<file path="config.mk">
export PLATFORM = sky130hd
export DESIGN_NAME = sgc_top
export DESIGN_NICKNAME = d
export VERILOG_FILES = /design/src/verilog/sgc_pkg.sv /design/src/verilog/sgc_top.sv /design/src/verilog/sgc_sync.sv /design/src/verilog/sgc_chan.sv
export SDC_FILE = /design/constraint.sdc
export NUM_CORES = 1
export LEC_CHECK = 0
export BUFFER_PORTS_ARGS = -buffer_cell sky130_fd_sc_hd__buf_2
export CORE_ASPECT_RATIO = 1.75
export CORE_MARGIN = 2
export CORE_UTILIZATION = 40
export CTS_CLUSTER_DIAMETER = 120
export DETAILED_ROUTE_END_ITERATION = 16
export GPL_TIMING_DRIVEN = 1
export PLACE_DENSITY_LB_ADDON = 0.3
export SYNTH_ARGS = -nofsm -noshare
export SYNTH_HDL_FRONTEND = slang
export SYNTH_SLANG_ARGS = --single-unit
</file>
<file path="constraint.sdc">
create_clock -name CORE_CLK -period 5.3 [get_ports CORE_CLK]
set_input_delay 0.795 -clock CORE_CLK [delete_from_list [all_inputs] [get_ports CORE_CLK]]
set_output_delay 0.795 -clock CORE_CLK [all_outputs]
set_load 0.05 [all_outputs]
</file>
<file path="src/verilog/sgc_pkg.sv">
// Operation
// - chip select is active low and frames every serial transfer
// - while selected, each clock pulse shifts one bit in and one out
// - deselect releases the serial output and ends the transfer
// - selecting captures all fault bits, frozen for the whole transfer
// - while deselected the fault register follows live faults
// - an undriven chip select reads high, inactive
// - normal gate command is serial control bit OR parallel input
// - parallel inputs turn gates on when high, undriven read low
// - override ignores serial and parallel control of channels 0,1,4,5
// - override: channels 0,1 follow first pwm, 4,5 follow second pwm
// - override: channels 2 and 3 keep their own parallel inputs
// - without override both pwm inputs are ignored
// - undriven override select reads high, undriven pwm inputs read low
// - gate output high turns the transistor on, low turns it off
// - power-on reset forces every gate output low
// - over-current drives the gate in a low duty cycle pattern
// - over-current flagged when commanded on and drain above reference
// - open load flagged only when off and drain below reference
// - one fault bit per channel, for over-current or open load
// - output echoes input, faulted channel bits and override flag inverted
// - 8 or 16 bit frames, msb first, sample rise, shift fall
// - control bits 0 to 5 turn channels on; bits 6, 7 held low
// - duty pattern alternates sense on and refresh off until cleared
package sgc_pkg;
  // =====================================================
  // sizes
  localparam int NUM_CH = 6;
  localparam int CNT_W  = 12;
  localparam int BCNT_W = 5;
  // =====================================================
  // timing
  localparam int CLK_PERIOD_NS       = 20;
  localparam int SHORT_SENSE_ON_NS   = 20000;
  localparam int REFRESH_OFF_NS      = 80000;
  localparam int OPEN_LOAD_QUAL_NS   = 40000;
  localparam int ON_CYC  = (SHORT_SENSE_ON_NS + CLK_PERIOD_NS - 1)
                           / CLK_PERIOD_NS;
  localparam int REF_CYC = (REFRESH_OFF_NS + CLK_PERIOD_NS - 1)
                           / CLK_PERIOD_NS;
  localparam int OL_CYC  = (OPEN_LOAD_QUAL_NS + CLK_PERIOD_NS - 1)
                           / CLK_PERIOD_NS;
  localparam logic [CNT_W-1:0] ON_LAST  = CNT_W'(ON_CYC - 1);
  localparam logic [CNT_W-1:0] REF_LAST = CNT_W'(REF_CYC - 1);
  localparam logic [CNT_W-1:0] OL_LAST  = CNT_W'(OL_CYC - 1);
  // =====================================================
  // serial frame
  localparam logic [BCNT_W-1:0] CNT_SHORT = 5'h08;
  localparam logic [BCNT_W-1:0] CNT_LONG  = 5'h10;
  localparam logic [BCNT_W-1:0] CNT_MAX   = 5'h1F;
  localparam logic [3:0]        BYTE_TOP  = 4'h8;
  localparam logic [2:0]        FLAG_POS  = 3'h7;
  localparam logic [2:0]        CH_TOP    = 3'h5;
  // =====================================================
  // synchroniser vector layout and idle levels
  localparam int SY_CS  = 0;
  localparam int SY_SCK = 1;
  localparam int SY_SI  = 2;
  localparam int SY_SEL = 3;
  localparam int SY_PA  = 4;
  localparam int SY_PB  = 5;
  localparam int SY_PAR = 6;
  localparam int SY_ABV = 12;
  localparam int SY_BLW = 18;
  localparam int SY_W   = 24;
  localparam logic [SY_W-1:0] SY_RST = 24'h000009;
  // =====================================================
  // reset values
  localparam logic [NUM_CH-1:0] GATE_RST = 6'h00;
  localparam logic [NUM_CH-1:0] CTRL_RST = 6'h00;
  localparam logic [15:0]       RX_RST   = 16'h0000;
  // =====================================================
  // channel states
  typedef enum logic [2:0] {
    ST_NORM    = 3'h1,
    ST_REFRESH = 3'h2,
    ST_SENSE   = 3'h4
  } sgc_chan_st_t;

  function automatic logic sgc_rise(input logic prev, input logic cur);
    return cur & ~prev;
  endfunction
endpackage

</file>
<file path="src/verilog/sgc_top.sv">
`timescale 1ns/1ps
module sgc_top (
  input  wire logic        CORE_CLK,
  input  wire logic        SRST,
  input  wire logic        CS_N,
  input  wire logic        SCK,
  input  wire logic        SI,
  input  wire logic [5:0]  PARALLEL_CHANNEL_INPUT,
  input  wire logic        PWM_OVERRIDE_SELECT,
  input  wire logic        PWM_INPUT_FIRST_PAIR,
  input  wire logic        PWM_INPUT_SECOND_PAIR,
  input  wire logic [5:0]  DRAIN_MONITOR_ABOVE,
  input  wire logic [5:0]  DRAIN_MONITOR_BELOW,
  output logic      [5:0]  GATE_DRIVE_OUTPUT,
  output logic             SO_OUT,
  output logic             SO_OE,
  output logic      [5:0]  FAULT_STATUS
);
  // =====================================================
  // pin synchronisation
  logic [sgc_pkg::SY_W-1:0] pins_raw;
  logic [sgc_pkg::SY_W-1:0] pins_s;

  assign pins_raw = {DRAIN_MONITOR_BELOW,
                     DRAIN_MONITOR_ABOVE,
                     PARALLEL_CHANNEL_INPUT,
                     PWM_INPUT_SECOND_PAIR,
                     PWM_INPUT_FIRST_PAIR,
                     PWM_OVERRIDE_SELECT,
                     SI,
                     SCK,
                     CS_N};

  // every input pin but clock and reset, drain flags included, enters core clock here
  sgc_sync #(
    .W       (sgc_pkg::SY_W),
    .RST_VAL (sgc_pkg::SY_RST)
  ) u_sync (
    .clk  (CORE_CLK),
    .srst (SRST),
    .d    (pins_raw),
    .q    (pins_s)
  );

  wire       cs_s  = pins_s[sgc_pkg::SY_CS];
  wire       sck_s = pins_s[sgc_pkg::SY_SCK];
  wire       si_s  = pins_s[sgc_pkg::SY_SI];
  wire       sel_s = pins_s[sgc_pkg::SY_SEL];
  wire       pa_s  = pins_s[sgc_pkg::SY_PA];
  wire       pb_s  = pins_s[sgc_pkg::SY_PB];
  wire [5:0] par_s = pins_s[sgc_pkg::SY_PAR +: sgc_pkg::NUM_CH];
  wire [5:0] abv_s = pins_s[sgc_pkg::SY_ABV +: sgc_pkg::NUM_CH];
  wire [5:0] blw_s = pins_s[sgc_pkg::SY_BLW +: sgc_pkg::NUM_CH];

  // =====================================================
  // serial state
  logic                      sck_d;
  logic                      cs_d;
  logic [sgc_pkg::BCNT_W-1:0] bit_cnt;
  logic [15:0]               rx;
  logic [5:0]                spi_ctrl;
  logic [5:0]                fault_reg;
  logic [5:0]                live_fault;
  logic [5:0]                oc_flag;
  logic [5:0]                ol_flag;
  logic [5:0]                gate_q;

  // edges seen one stage past the synchroniser; sck must stay
  // well below a quarter of the core rate for this to hold
  wire sck_rise = sgc_pkg::sgc_rise(sck_d, sck_s);
  wire sck_fall = sgc_pkg::sgc_rise(sck_s, sck_d);
  wire cs_fall  = sgc_pkg::sgc_rise(cs_s, cs_d);
  wire cs_rise  = sgc_pkg::sgc_rise(cs_d, cs_s);

  wire shift_in  = sck_rise & ~cs_s;
  wire shift_out = sck_fall & ~cs_s;

  wire [sgc_pkg::BCNT_W-1:0] next_bit_cnt =
    cs_fall ? '0
    : (shift_in && bit_cnt != sgc_pkg::CNT_MAX)
      ? sgc_pkg::BCNT_W'(bit_cnt + 5'h01)
      : bit_cnt;

  // msb first into the low end
  wire [15:0] next_rx = shift_in ? {rx[14:0], si_s} : rx;

  // only whole 8 or 16 bit frames load control
  wire frame_ok = (bit_cnt == sgc_pkg::CNT_SHORT)
                | (bit_cnt == sgc_pkg::CNT_LONG);
  wire [5:0] next_ctrl = (cs_rise && frame_ok) ? rx[5:0] : spi_ctrl;

  // capture on select, follow when idle
  wire       fault_open = cs_s | cs_fall;
  wire [5:0] next_fault = fault_open ? live_fault : fault_reg;

  // =====================================================
  // echo inversion
  // first byte of a frame carries the channel fault positions and the
  // override flag; later bits go back unchanged
  wire       first_byte = (bit_cnt != '0)
                        & (bit_cnt <= sgc_pkg::CNT_SHORT);
  wire [2:0] echo_pos   = 3'(sgc_pkg::BYTE_TOP - bit_cnt[3:0]);
  wire       pos_is_ch  = echo_pos <= sgc_pkg::CH_TOP;
  wire       pos_is_flg = echo_pos == sgc_pkg::FLAG_POS;
  // faulted channel or active override inverts
  wire       echo_inv   = first_byte
                        & ((pos_is_ch & fault_reg[echo_pos])
                        |  (pos_is_flg & sel_s));
  wire       next_so    = shift_out ? (rx[0] ^ echo_inv) : SO_OUT;

  // =====================================================
  // serial registers
  always_ff @(posedge CORE_CLK) begin
    if (SRST) begin
      sck_d     <= 1'b0;
      cs_d      <= 1'b1;
      bit_cnt   <= '0;
      rx        <= sgc_pkg::RX_RST;
      spi_ctrl  <= sgc_pkg::CTRL_RST;
      fault_reg <= '0;
      SO_OUT    <= 1'b0;
      SO_OE     <= 1'b0;
    end else begin
      sck_d     <= sck_s;
      cs_d      <= cs_s;
      bit_cnt   <= next_bit_cnt;
      rx        <= next_rx;
      spi_ctrl  <= next_ctrl;
      fault_reg <= next_fault;
      SO_OUT    <= next_so;
      SO_OE     <= ~cs_s;
    end
  end

  // =====================================================
  // gate command selection
  // serial OR parallel
  wire [5:0] cmd_norm = spi_ctrl | par_s;
  // pwm pairs, 2 and 3 stay parallel
  wire [5:0] cmd_ovr  = {pb_s, pb_s, par_s[3], par_s[2], pa_s, pa_s};
  // pwm ignored when override is low
  wire [5:0] cmd      = sel_s ? cmd_ovr : cmd_norm;

  // =====================================================
  // channels
  for (genvar i = 0; i < sgc_pkg::NUM_CH; i++) begin : g_ch
    sgc_chan u_chan (
      .clk   (CORE_CLK),
      .srst  (SRST),
      .cmd   (cmd[i]),
      .above (abv_s[i]),
      .below (blw_s[i]),
      .gate  (gate_q[i]),
      .oc    (oc_flag[i]),
      .ol    (ol_flag[i])
    );
  end

  // one bit per channel for either fault
  assign live_fault        = oc_flag | ol_flag;
  assign GATE_DRIVE_OUTPUT = gate_q;
  assign FAULT_STATUS      = fault_reg;
endmodule

</file>
<file path="src/verilog/sgc_sync.sv">
`timescale 1ns/1ps
module sgc_sync #(
  parameter int                 W       = 1,
  parameter logic [W-1:0]       RST_VAL = '0
) (
  input  wire logic         clk,
  input  wire logic         srst,
  input  wire logic [W-1:0] d,
  output logic      [W-1:0] q
);
  logic [W-1:0] meta;

  // =====================================================
  // two stages, the first read only by the second
  always_ff @(posedge clk) begin
    if (srst) begin
      meta <= RST_VAL;
      q    <= RST_VAL;
    end else begin
      meta <= d;
      q    <= meta;
    end
  end
endmodule

</file>
<file path="src/verilog/sgc_chan.sv">
`timescale 1ns/1ps
module sgc_chan (
  input  wire logic clk,
  input  wire logic srst,
  input  wire logic cmd,
  input  wire logic above,
  input  wire logic below,
  output logic      gate,
  output logic      oc,
  output logic      ol
);
  sgc_pkg::sgc_chan_st_t          st;
  sgc_pkg::sgc_chan_st_t          next_st;
  logic [sgc_pkg::CNT_W-1:0]      cnt;
  logic [sgc_pkg::CNT_W-1:0]      next_cnt;
  logic [sgc_pkg::CNT_W-1:0]      ol_cnt;
  logic [sgc_pkg::CNT_W-1:0]      next_ol_cnt;
  logic                           next_oc;
  logic                           next_gate;
  logic                           next_ol;

  wire short_seen = cmd & above;
  wire open_seen  = ~cmd & below;
  wire ol_full    = (ol_cnt == sgc_pkg::OL_LAST);

  // =====================================================
  // duty cycle sequencer
  // sense and refresh
  always_comb begin
    next_st  = st;
    next_cnt = sgc_pkg::CNT_W'(cnt + 12'h001);
    next_oc  = oc;
    unique case (st)
      sgc_pkg::ST_NORM: begin
        if (!short_seen) begin
          next_cnt = '0;
        end else if (cnt == sgc_pkg::ON_LAST) begin
          next_st  = sgc_pkg::ST_REFRESH;
          next_cnt = '0;
          next_oc  = 1'b1;
        end
      end
      sgc_pkg::ST_REFRESH: begin
        if (!cmd) begin
          next_st  = sgc_pkg::ST_NORM;
          next_cnt = '0;
          next_oc  = 1'b0;
        end else if (cnt == sgc_pkg::REF_LAST) begin
          next_st  = sgc_pkg::ST_SENSE;
          next_cnt = '0;
        end
      end
      sgc_pkg::ST_SENSE: begin
        if (!cmd) begin
          next_st  = sgc_pkg::ST_NORM;
          next_cnt = '0;
          next_oc  = 1'b0;
        end else if (cnt == sgc_pkg::ON_LAST) begin
          next_cnt = '0;
          next_st  = above ? sgc_pkg::ST_REFRESH : sgc_pkg::ST_NORM;
          next_oc  = above;
        end
      end
      default: begin
        next_st  = sgc_pkg::ST_NORM;
        next_cnt = '0;
        next_oc  = 1'b0;
      end
    endcase
  end

  assign next_gate = (next_st == sgc_pkg::ST_NORM) ? cmd
                   : (next_st == sgc_pkg::ST_SENSE);
  assign next_ol_cnt = !open_seen ? '0
                     : ol_full ? ol_cnt
                     : sgc_pkg::CNT_W'(ol_cnt + 12'h001);
  assign next_ol     = open_seen & ol_full;

  // =====================================================
  // state registers
  // reset drops gate
  always_ff @(posedge clk) begin
    if (srst) begin
      st     <= sgc_pkg::ST_NORM;
      cnt    <= '0;
      oc     <= 1'b0;
      ol     <= 1'b0;
      ol_cnt <= '0;
      gate   <= 1'b0;
    end else begin
      st     <= next_st;
      cnt    <= next_cnt;
      oc     <= next_oc;
      ol     <= next_ol;
      ol_cnt <= next_ol_cnt;
      gate   <= next_gate;
    end
  end
endmodule

</file>
==> results.json, run 1 <==
{
  "route.met3.wl_um": 660,
  "crit_required_ns": 5.70,
  "worst_slew_pin_slew_ns": 0.8916,
  "yosys_warnings": 0,
  "cts_tree": "done",
  "cts_setup_buffers": 0,
  "die_h_um": 222.2,
  "finalCritPeriodShare_pct": 45.33,
  "post_drt_wl_per_cell_um": 13.49,
  "cp.arrival_ns": 2.80,
  "synthAdderAreaFrac_pct": 1.954,
  "p_seq_share_pct": 48.7,
  "hold_class": "register to register",
  "fin_util_pct": 45.79,
  "grt.total_usage_pct": 14.73,
  "netSwitchingPower_mw": 0.8094,
  "yosys-top-cells-count": "dfxtp_1, nor2_1, xnor2_1",
  "ant_nets": 0,
  "synth_top_family_by_area": "simple AND/OR/NAND/NOR gates",
  "floorplan.initialDensity_pct": 40.79,
  "synth_xor_area_share_pct": 10.30,
  "first_pass_iters": 4,
  "cts.sinks": 255,
  "syn_inst": 1193,
  "rows": 79,
  "synth-main-ff-cell": "dfxtp_1",
  "drt-total-wl_mm": 21.01,
  "seq_area_frac_synth_pct": 46.90,
  "met2_length_mm": 10.59,
  "viasPerCell": 5.207,
  "synth_area_mm2": 0.01089,
  "cts_hold_buf": 0,
  "antenna_found_initial": 0,
  "relSlewSlack_pct": 40.56,
  "worst-setup-path-type": "register to register",
  "wl_met1_mm": 9.122,
  "synth_top_area_share_pct": 46.90,
  "drive_above_1_share_pct": 9.165,
  "pwr-share-clk_pct": 49.1,
  "switching_share_pct": 20.22,
  "synth.area.top_cells": "dfxtp_1, nor2_1, xnor2_1, xor2_1, nor2b_1",
  "synth_area_leader_cell": "dfxtp_1",
  "synth_simple_gate_area_share_pct": 28.98,
  "hold_viol": 0,
  "clk_pin_slew_worst_paths_ns": 0.06,
  "syn-num-nets": 1236,
  "fp.dieArea_mm2": 0.02860,
  "nets": 1258,
  "ys_seq_elements": 255,
  "run_status": "finished clean",
  "maxCapViolCount": 0,
  "io_pins": 40,
  "cts_made_buffers": 24,
  "yosysUniqueCellTypes": 71,
  "dp_hpwl_mm": 14.67,
  "grt_overflow": 0,
  "top_layer": "met4",
  "grt_max_degree": 82,
  "timing.hold.ws_ns": 0.4109,
  "drt-initial-drc-count": 327,
  "synth_edf_count": 0,
  "die_w_um": 128.7,
  "cp_max_fo": 11,
  "finalMaxSlewViolations": 0,
  "num_vias": 8107,
  "max_freq_mhz": 416.2,
  "grt_pass1_wl_mm": 35.64,
  "root_buffer": "clkbuf_16",
  "worst-r2r-setup-slack_ns": 2.90,
  "p_int_mw": 3.194,
  "post-route-min-period_ns": 2.403,
  "p_leak_nw": 4.386,
  "synth-compound-area-share_pct": 6.655,
  "cts_max_level": 1,
  "syn_area_per_cell_um2": 9.124,
  "grt_pass1_vias": 7827,
  "finalSetupTns_ns": 0,
  "diodes": 0,
  "clk_path_buf_depth": 3,
  "gp_congestion": 0.7905,
  "async_reset_ff_share_pct": 0,
  "synth.area.mux_share_pct": 2.322,
  "io_buffers": 39,
  "route.detailed.drc": 0,
  "cts_resized": 0,
  "power_frac_comb_pct": 2.2,
  "power_density_mw_per_mm2": 327.6,
  "rsz0062_at_grt": "no",
  "synth_most_common_cell": "dfxtp_1",
  "startpoint_type": "register",
  "skew_ns": 0.009622,
  "syn_to_final_growth_pct": 12.26,
  "ir_drop_uv": 224.3,
  "endpoint_kind": "register",
  "clk-insertion-delay-late_ns": 0.53,
  "design.core.area_mm2": 0.02669,
  "setup_violations": 0
}
## through the flow
stage,total power [mW],worst slack (ns),std cells,area (µm²)
finish,4.003,2.897,1557,12220
global route,4.150,2.712,1557,12220
CTS,4.067,2.853,1557,12220
detailed placement,2.081,2.914,1513,11300
global placement,2.080,3.004,1513,11300
floorplan,2.052,3.184,1193,10890
## worst paths after layout
kind                                             from                      to  cells past startpoint
worst max-delay path            g_ch[5].u_chan.cnt[0]  g_ch[5].u_chan.cnt[11]                      6
worst min-delay path                   u_sync.meta[3]             u_sync.q[3]                      1
worst max register to register  g_ch[5].u_chan.cnt[0]  g_ch[5].u_chan.cnt[11]                      6
worst min register to register         u_sync.meta[3]             u_sync.q[3]                      1
## cells by family (layout without fill, tap and decap cells)
family | Yosys count | after routing
DFF | 255 | 255
xor gates and xnor gates | 128 | 128
AOI/OAI and AO/OA | 105 | 105
and+or+nand+nor | 592 | 592
adders and majority gates | 17 | 17
muxes | 24 | 24
buffers and inverters | 72 | 112
## power groups by stage
stage,combinational (mW),sequential [mW],clock (mW)
3_5_place_dp,0.0891,1.99,0
6_report,0.0876,1.95,1.97
4_1_cts,0.0895,1.95,2.03
2_1_floorplan,0.0635,1.99,0
3_3_place_gp,0.0883,1.99,0
5_1_grt,0.0975,1.95,2.10
## critical path: stages, from the launching register on
cell	delay (ns)
dfxtp_1	0.39
ha_1	0.24
or4b_2	0.65
nor4_4	0.32
or4_4	0.21
a21o_1	0.35
nor2_1	0.10
## area by class of cell
cell class	count	area, µm²
flip-flops and latches	255	5105
clock inverters	12	217.7
inverters	24	90.09
repair buffers	44	235.2
clock buffers	32	701.9
well taps	324	405.4
multi-input cells	866	5465
fillers	2618	14470
## metal layers
metal	vias up	track usage, %
met4	0	6.276
met5	-	0
li1	4156	-
met2	113	26.68
met1	3797	16.92
met3	41	2.191
## sequential cells by signal, summed over array words and instances (netlist names), 18 cells and up
name and flops:
g_ch.u_chan.cnt 72, u_sync.q 24, g_ch.u_chan.ol_cnt 72, g_ch.u_chan.st 18, u_sync.meta 24
## placed cells by master (no fill, tap or decap), drive strengths merged, types with 16 or more instances in the layout
| cell type | synthesis | final |
|---|---|---|
| a21oi | 22 | 22 |
| and3 | 27 | 27 |
| and4 | 25 | 25 |
| buf | 15 | 44 |
| clkbuf | 33 | 32 |
| dfxtp | 255 | 255 |
| ha | 17 | 17 |
| inv | 24 | 24 |
| mux2i | 23 | 23 |
| nand2 | 59 | 59 |
| nand2b | 17 | 17 |
| nand3 | 38 | 38 |
| nand4 | 42 | 42 |
| nor2 | 214 | 214 |
| nor2b | 66 | 66 |
| nor3 | 20 | 20 |
| nor4 | 16 | 16 |
| o21ai | 18 | 18 |
| xnor2 | 66 | 66 |
| xor2 | 62 | 62 |
No activity file was read; power rests on OpenSTA's default activity.
==> run 2: changes to the inputs <==
==> constraint.sdc (replaced) <==
create_clock -name CORE_CLK -period 2.45 [get_ports CORE_CLK]
set_input_delay 0.3675 -clock CORE_CLK [delete_from_list [all_inputs] [get_ports CORE_CLK]]
set_output_delay 0.3675 -clock CORE_CLK [all_outputs]
set_load 0.05 [all_outputs]
==> results.json, run 2 (synthesis gave the netlist of run 1 again) <==
{
  "cts_tree": "done",
  "p_int_mw": 6.725,
  "route.detailed.drc": 0,
  "fin_cells": 1562,
  "grt.total_usage_pct": 15.00,
  "largestRegisters": "g_ch.u_chan.cnt: 72 flops, g_ch.u_chan.ol_cnt: 72 flops",
  "pre_cts_ws_ns": 0.2247,
  "viasPerCell": 5.211,
  "n_fill_cell": 2658,
  "io_buffers": 39,
  "finalSetupTns_ns": 0,
  "cts_hold_buf": 0,
  "cp_max_fo": 11,
  "critical-path-max-stage-delay_ns": 0.64,
  "switching_share_pct": 20.66,
  "rows": 79,
  "cts_setup_buffers": 0,
  "crit_path_cell_trace": "ha_1 > or4b_2 > nor4_4 > or4_4 > a21o_1 > nor2_1",
  "p_leak_nw": 4.388,
  "antenna_found_initial": 0,
  "clk_path_buf_depth": 3,
  "crit_slowest_cell": "or4b_2",
  "num_vias": 8140,
  "maxCapViolCount": 0,
  "startpoint_type": "register",
  "power_density_mw_per_mm2": 692.4,
  "placed_area_mm2": 0.01136,
  "relSlewSlack_pct": 43.66,
  "first_pass_iters": 4,
  "grt_pass1_vias": 7961,
  "cts_max_level": 1,
  "power_frac_comb_pct": 2.3,
  "timing.hold.ws_ns": 0.03363,
  "grt_pass1_wl_mm": 36.31,
  "drt-initial-drc-count": 360,
  "fp.dieArea_mm2": 0.02860,
  "worst_slew_pin_slew_ns": 0.8380,
  "finalMaxSlewViolations": 0,
  "cts_resized": 0,
  "dp_hpwl_mm": 14.84,
  "design.core.area_mm2": 0.02669,
  "die_w_um": 128.7,
  "fin_util_pct": 45.87,
  "fin_total_pwr_mw": 8.476,
  "netSwitchingPower_mw": 1.751,
  "floorplan.initialDensity_pct": 40.79,
  "place_inst": 1519,
  "io_pins": 40,
  "drt-total-wl_mm": 21.10,
  "rsz0062_at_grt": "no",
  "die_h_um": 222.2,
  "drive_above_1_share_pct": 9.774,
  "clk-insertion-delay-late_ns": 0.52,
  "ant_nets": 0,
  "setup_slack_ns": 0.2188,
  "final_cell_area_mm2": 0.01224,
  "syn_to_final_growth_pct": 12.46,
  "endpoint_kind": "register",
  "pwr-share-clk_pct": 47.9,
  "final_common_cell": "dfxtp_1",
  "most-common-layout-cells": "dfxtp_1, nor2_1, xnor2_1",
  "cp.arrival_ns": 2.63,
  "hold_viol": 0,
  "clk_pin_slew_worst_paths_ns": 0.07,
  "finalCritPeriodShare_pct": 91.07,
  "setup_violations": 0,
  "ir_drop_uv": 496.7,
  "gp_congestion": 0.8508,
  "hold_class": "input pin to register",
  "diodes": 0,
  "grt_overflow": 0,
  "max_freq_mhz": 448.2,
  "nets": 1264,
  "grt_max_degree": 82,
  "crit_required_ns": 2.85,
  "root_buffer": "clkbuf_16",
  "p_seq_share_pct": 49.7,
  "worst-setup-path-type": "register to register",
  "run_status": "finished clean",
  "cts_made_buffers": 24,
  "cts.sinks": 255,
  "skew_ns": 0.007047,
  "post_drt_wl_per_cell_um": 13.51,
  "post-route-min-period_ns": 2.231
}
## run 2: routing by layer
| metal | vias up | global-route usage, % | part of all wire, % |
|---|---|---|---|
| li1 | 4170 | - | - |
| met1 | 3821 | 17.39 | 43 |
| met2 | 108 | 27.44 | 51 |
| met3 | 41 | 1.806 | 3.1 |
| met4 | 0 | 6.066 | 2.7 |
| met5 | - | 0 | 0 |
## run 2: worst max-delay path, delay by kind of cell (launching register included)
family,cells,cell delay (ns)
compound gates,1,0.36
fa+ha+maj,1,0.24
flops,1,0.39
simple gates,4,1.11
## run 2: path summary, 6_finish.rpt
kind                              start               endpoint  slack, ns  cells past startpoint
setup / recovery  g_ch[5].u_chan.cnt[0]  g_ch[5].u_chan.cnt[5]       0.22                      6
hold / removal                     CS_N         u_sync.meta[0]       0.03                      2
setup reg to reg  g_ch[5].u_chan.cnt[0]  g_ch[5].u_chan.cnt[5]       0.22                      6
hold reg to reg          u_sync.meta[3]            u_sync.q[3]       0.42                      1
## run 2: area by class of cell
cell class                      count  area [µm²]  share of cell area [%]
Timing Repair Buffer               50       292.8                   2.392
Clock inverter                     12       170.2                   1.390
Clock buffer                       31       708.2                   5.785
Multi-Input combinational cell    866        5470                   44.69
Sequential cell                   255        5105                   41.70
Inverter                           24       90.09                  0.7359
Tap cell                          324       405.4                   3.312
## run 2: power groups by stage
stage	sequential (mW)	clock (mW)	combinational, mW
floorplan	4.30	0	0.137
global placement	4.31	0	0.198
detailed placement	4.31	0	0.200
CTS	4.22	4.18	0.201
global route	4.22	4.34	0.219
finish	4.22	4.06	0.197
==> run 3: changes to the inputs <==
==> constraint.sdc (replaced) <==
create_clock -name CORE_CLK -period 2.45 [get_ports CORE_CLK]
set_input_delay 0.49 -clock CORE_CLK [delete_from_list [all_inputs] [get_ports CORE_CLK]]
set_output_delay 0.49 -clock CORE_CLK [all_outputs]
set_load 0.05 [all_outputs]
==> results.json, run 3 (synthesis gave the netlist of run 1 again) <==
{
  "diodes": 0,
  "drt-initial-drc-count": 330,
  "hold_class": "input pin to register",
  "nets": 1265,
  "io_pins": 40,
  "clk_path_buf_depth": 3,
  "skew_ns": 0.01481,
  "route.detailed.drc": 0,
  "grt_max_degree": 82,
  "cp_max_fo": 5,
  "finalCritPeriodShare_pct": 89.41,
  "fp.dieArea_mm2": 0.02860,
  "grt_overflow": 0,
  "post_drt_wl_per_cell_um": 13.62,
  "die_h_um": 222.2,
  "setup_violations": 0,
  "clk-insertion-delay-late_ns": 0.53,
  "grt_pass1_wl_mm": 36.54,
  "cts_max_level": 1,
  "final_common_cell": "dfxtp_1",
  "finalMaxSlewViolations": 0,
  "route.met3.wl_um": 684,
  "die_w_um": 128.7,
  "drive_above_1_share_pct": 9.677,
  "floorplan.initialDensity_pct": 40.79,
  "antenna_found_initial": 0,
  "max_freq_mhz": 456.5,
  "num_vias": 8149,
  "drt-total-wl_mm": 21.31,
  "clk_pin_slew_worst_paths_ns": 0.07,
  "first_pass_iters": 4,
  "largestRegisters": "g_ch.u_chan.cnt: 72 flops, g_ch.u_chan.ol_cnt: 72 flops",
  "finalSetupTns_ns": 0,
  "cts_tree": "done",
  "ant_nets": 0,
  "p_leak_nw": 4.382,
  "startpoint_type": "register",
  "fin_total_pwr_mw": 8.431,
  "endpoint_kind": "register",
  "viasPerCell": 5.210,
  "cts_made_buffers": 24,
  "cts_hold_buf": 0,
  "top_layer": "met4",
  "root_buffer": "clkbuf_16",
  "io_buffers": 39,
  "power_density_mw_per_mm2": 688.9,
  "dp_hpwl_mm": 15.19,
  "worst_slew_pin_slew_ns": 0.8006,
  "hold_viol": 0,
  "worst-r2r-setup-slack_ns": 0.26,
  "maxCapViolCount": 0,
  "cp.arrival_ns": 2.59,
  "rows": 79,
  "met2_length_mm": 10.96,
  "cts.sinks": 255,
  "gp_congestion": 0.8610,
  "design.core.area_mm2": 0.02669,
  "ir_drop_uv": 524.3,
  "post-route-min-period_ns": 2.191,
  "syn_to_final_growth_pct": 12.43,
  "worst-setup-path-type": "register to register",
  "wl_met1_mm": 9.131,
  "relSlewSlack_pct": 46.17,
  "fin_util_pct": 45.86,
  "rsz0062_at_grt": "no",
  "run_status": "finished clean",
  "crit_required_ns": 2.85,
  "grt.total_usage_pct": 15.04,
  "grt_pass1_vias": 8052,
  "most-common-layout-cells": "dfxtp_1, nor2_1, xnor2_1"
}
==> run 3: layer usage <==
| metal | GRT usage (%) | vias to the layer above |
|---|---|---|
| met1 | 17.40 | 3838 |
| met4 | 5.154 | 0 |
| li1 | - | 4177 |
| met3 | 2.047 | 34 |
| met5 | 0 | - |
| met2 | 27.85 | 100 |
==> run 3: timing repair <==
action / in CTS / in global routing
setup endpoints to repair: 0 / 16
resized for setup: 0 / 2
setup buffers: 0 / 0
==> run 3: cell type report <==
| cell class | instances | area [µm²] |
|---|---|---|
| clock buffer | 33 | 695.7 |
| clock inverter | 11 | 167.7 |
| fill | 2562 | 14450 |
| inverter | 24 | 90.09 |
| multi-input combinational | 866 | 5474 |
| sequential | 255 | 5105 |
| tap | 324 | 405.4 |
| timing repair buffer | 51 | 300.3 |
==> run 3: path summary, 6_finish.rpt <==
path | endpoint | start | cells past startpoint
max | g_ch[5].u_chan.oc | g_ch[5].u_chan.cnt[0] | 7
min | u_sync.meta[3] | PWM_OVERRIDE_SELECT | 2
max reg2reg | g_ch[5].u_chan.oc | g_ch[5].u_chan.cnt[0] | 7
min reg2reg | u_sync.q[0] | u_sync.meta[0] | 1
==> run 3: stage by stage <==
| stage | worst slack (ns) | cell area (µm²) | instances | hold slack, ns |
|---|---|---|---|---|
| 3_3_place_gp | 0.2819 | 11370 | 1520 | 0.3976 |
| 2_1_floorplan | 0.3874 | 10890 | 1193 | 0.3895 |
| 5_1_grt | 0.1031 | 12240 | 1564 | 0.1550 |
| 3_5_place_dp | 0.2137 | 11370 | 1520 | 0.4042 |
| 6_report | 0.2594 | 12240 | 1564 | 0.1571 |
| 4_1_cts | 0.2072 | 12230 | 1564 | 0.1391 |
==> run 3: power breakdown <==
| part | internal [mW] | leakage, nW | total (mW) | switching (mW) |
|---|---|---|---|---|
| Sequential | 4.19 | 2.07 | 4.22 | 0.0244 |
| Combinational | 0.0748 | 1.90 | 0.198 | 0.123 |
| Clock | 2.42 | 0.419 | 4.02 | 1.60 |
| Total | 6.69 | 4.38 | 8.43 | 1.75 |
==> run 3: worst max-delay path: stages, from the launching register on <==
cell and delay (ns):
dfxtp_1 0.38, ha_1 0.24, or4b_2 0.64, nor4_4 0.19
buf_4 0.19, a311o_1 0.21, a31o_2 0.16, a21oi_1 0.06
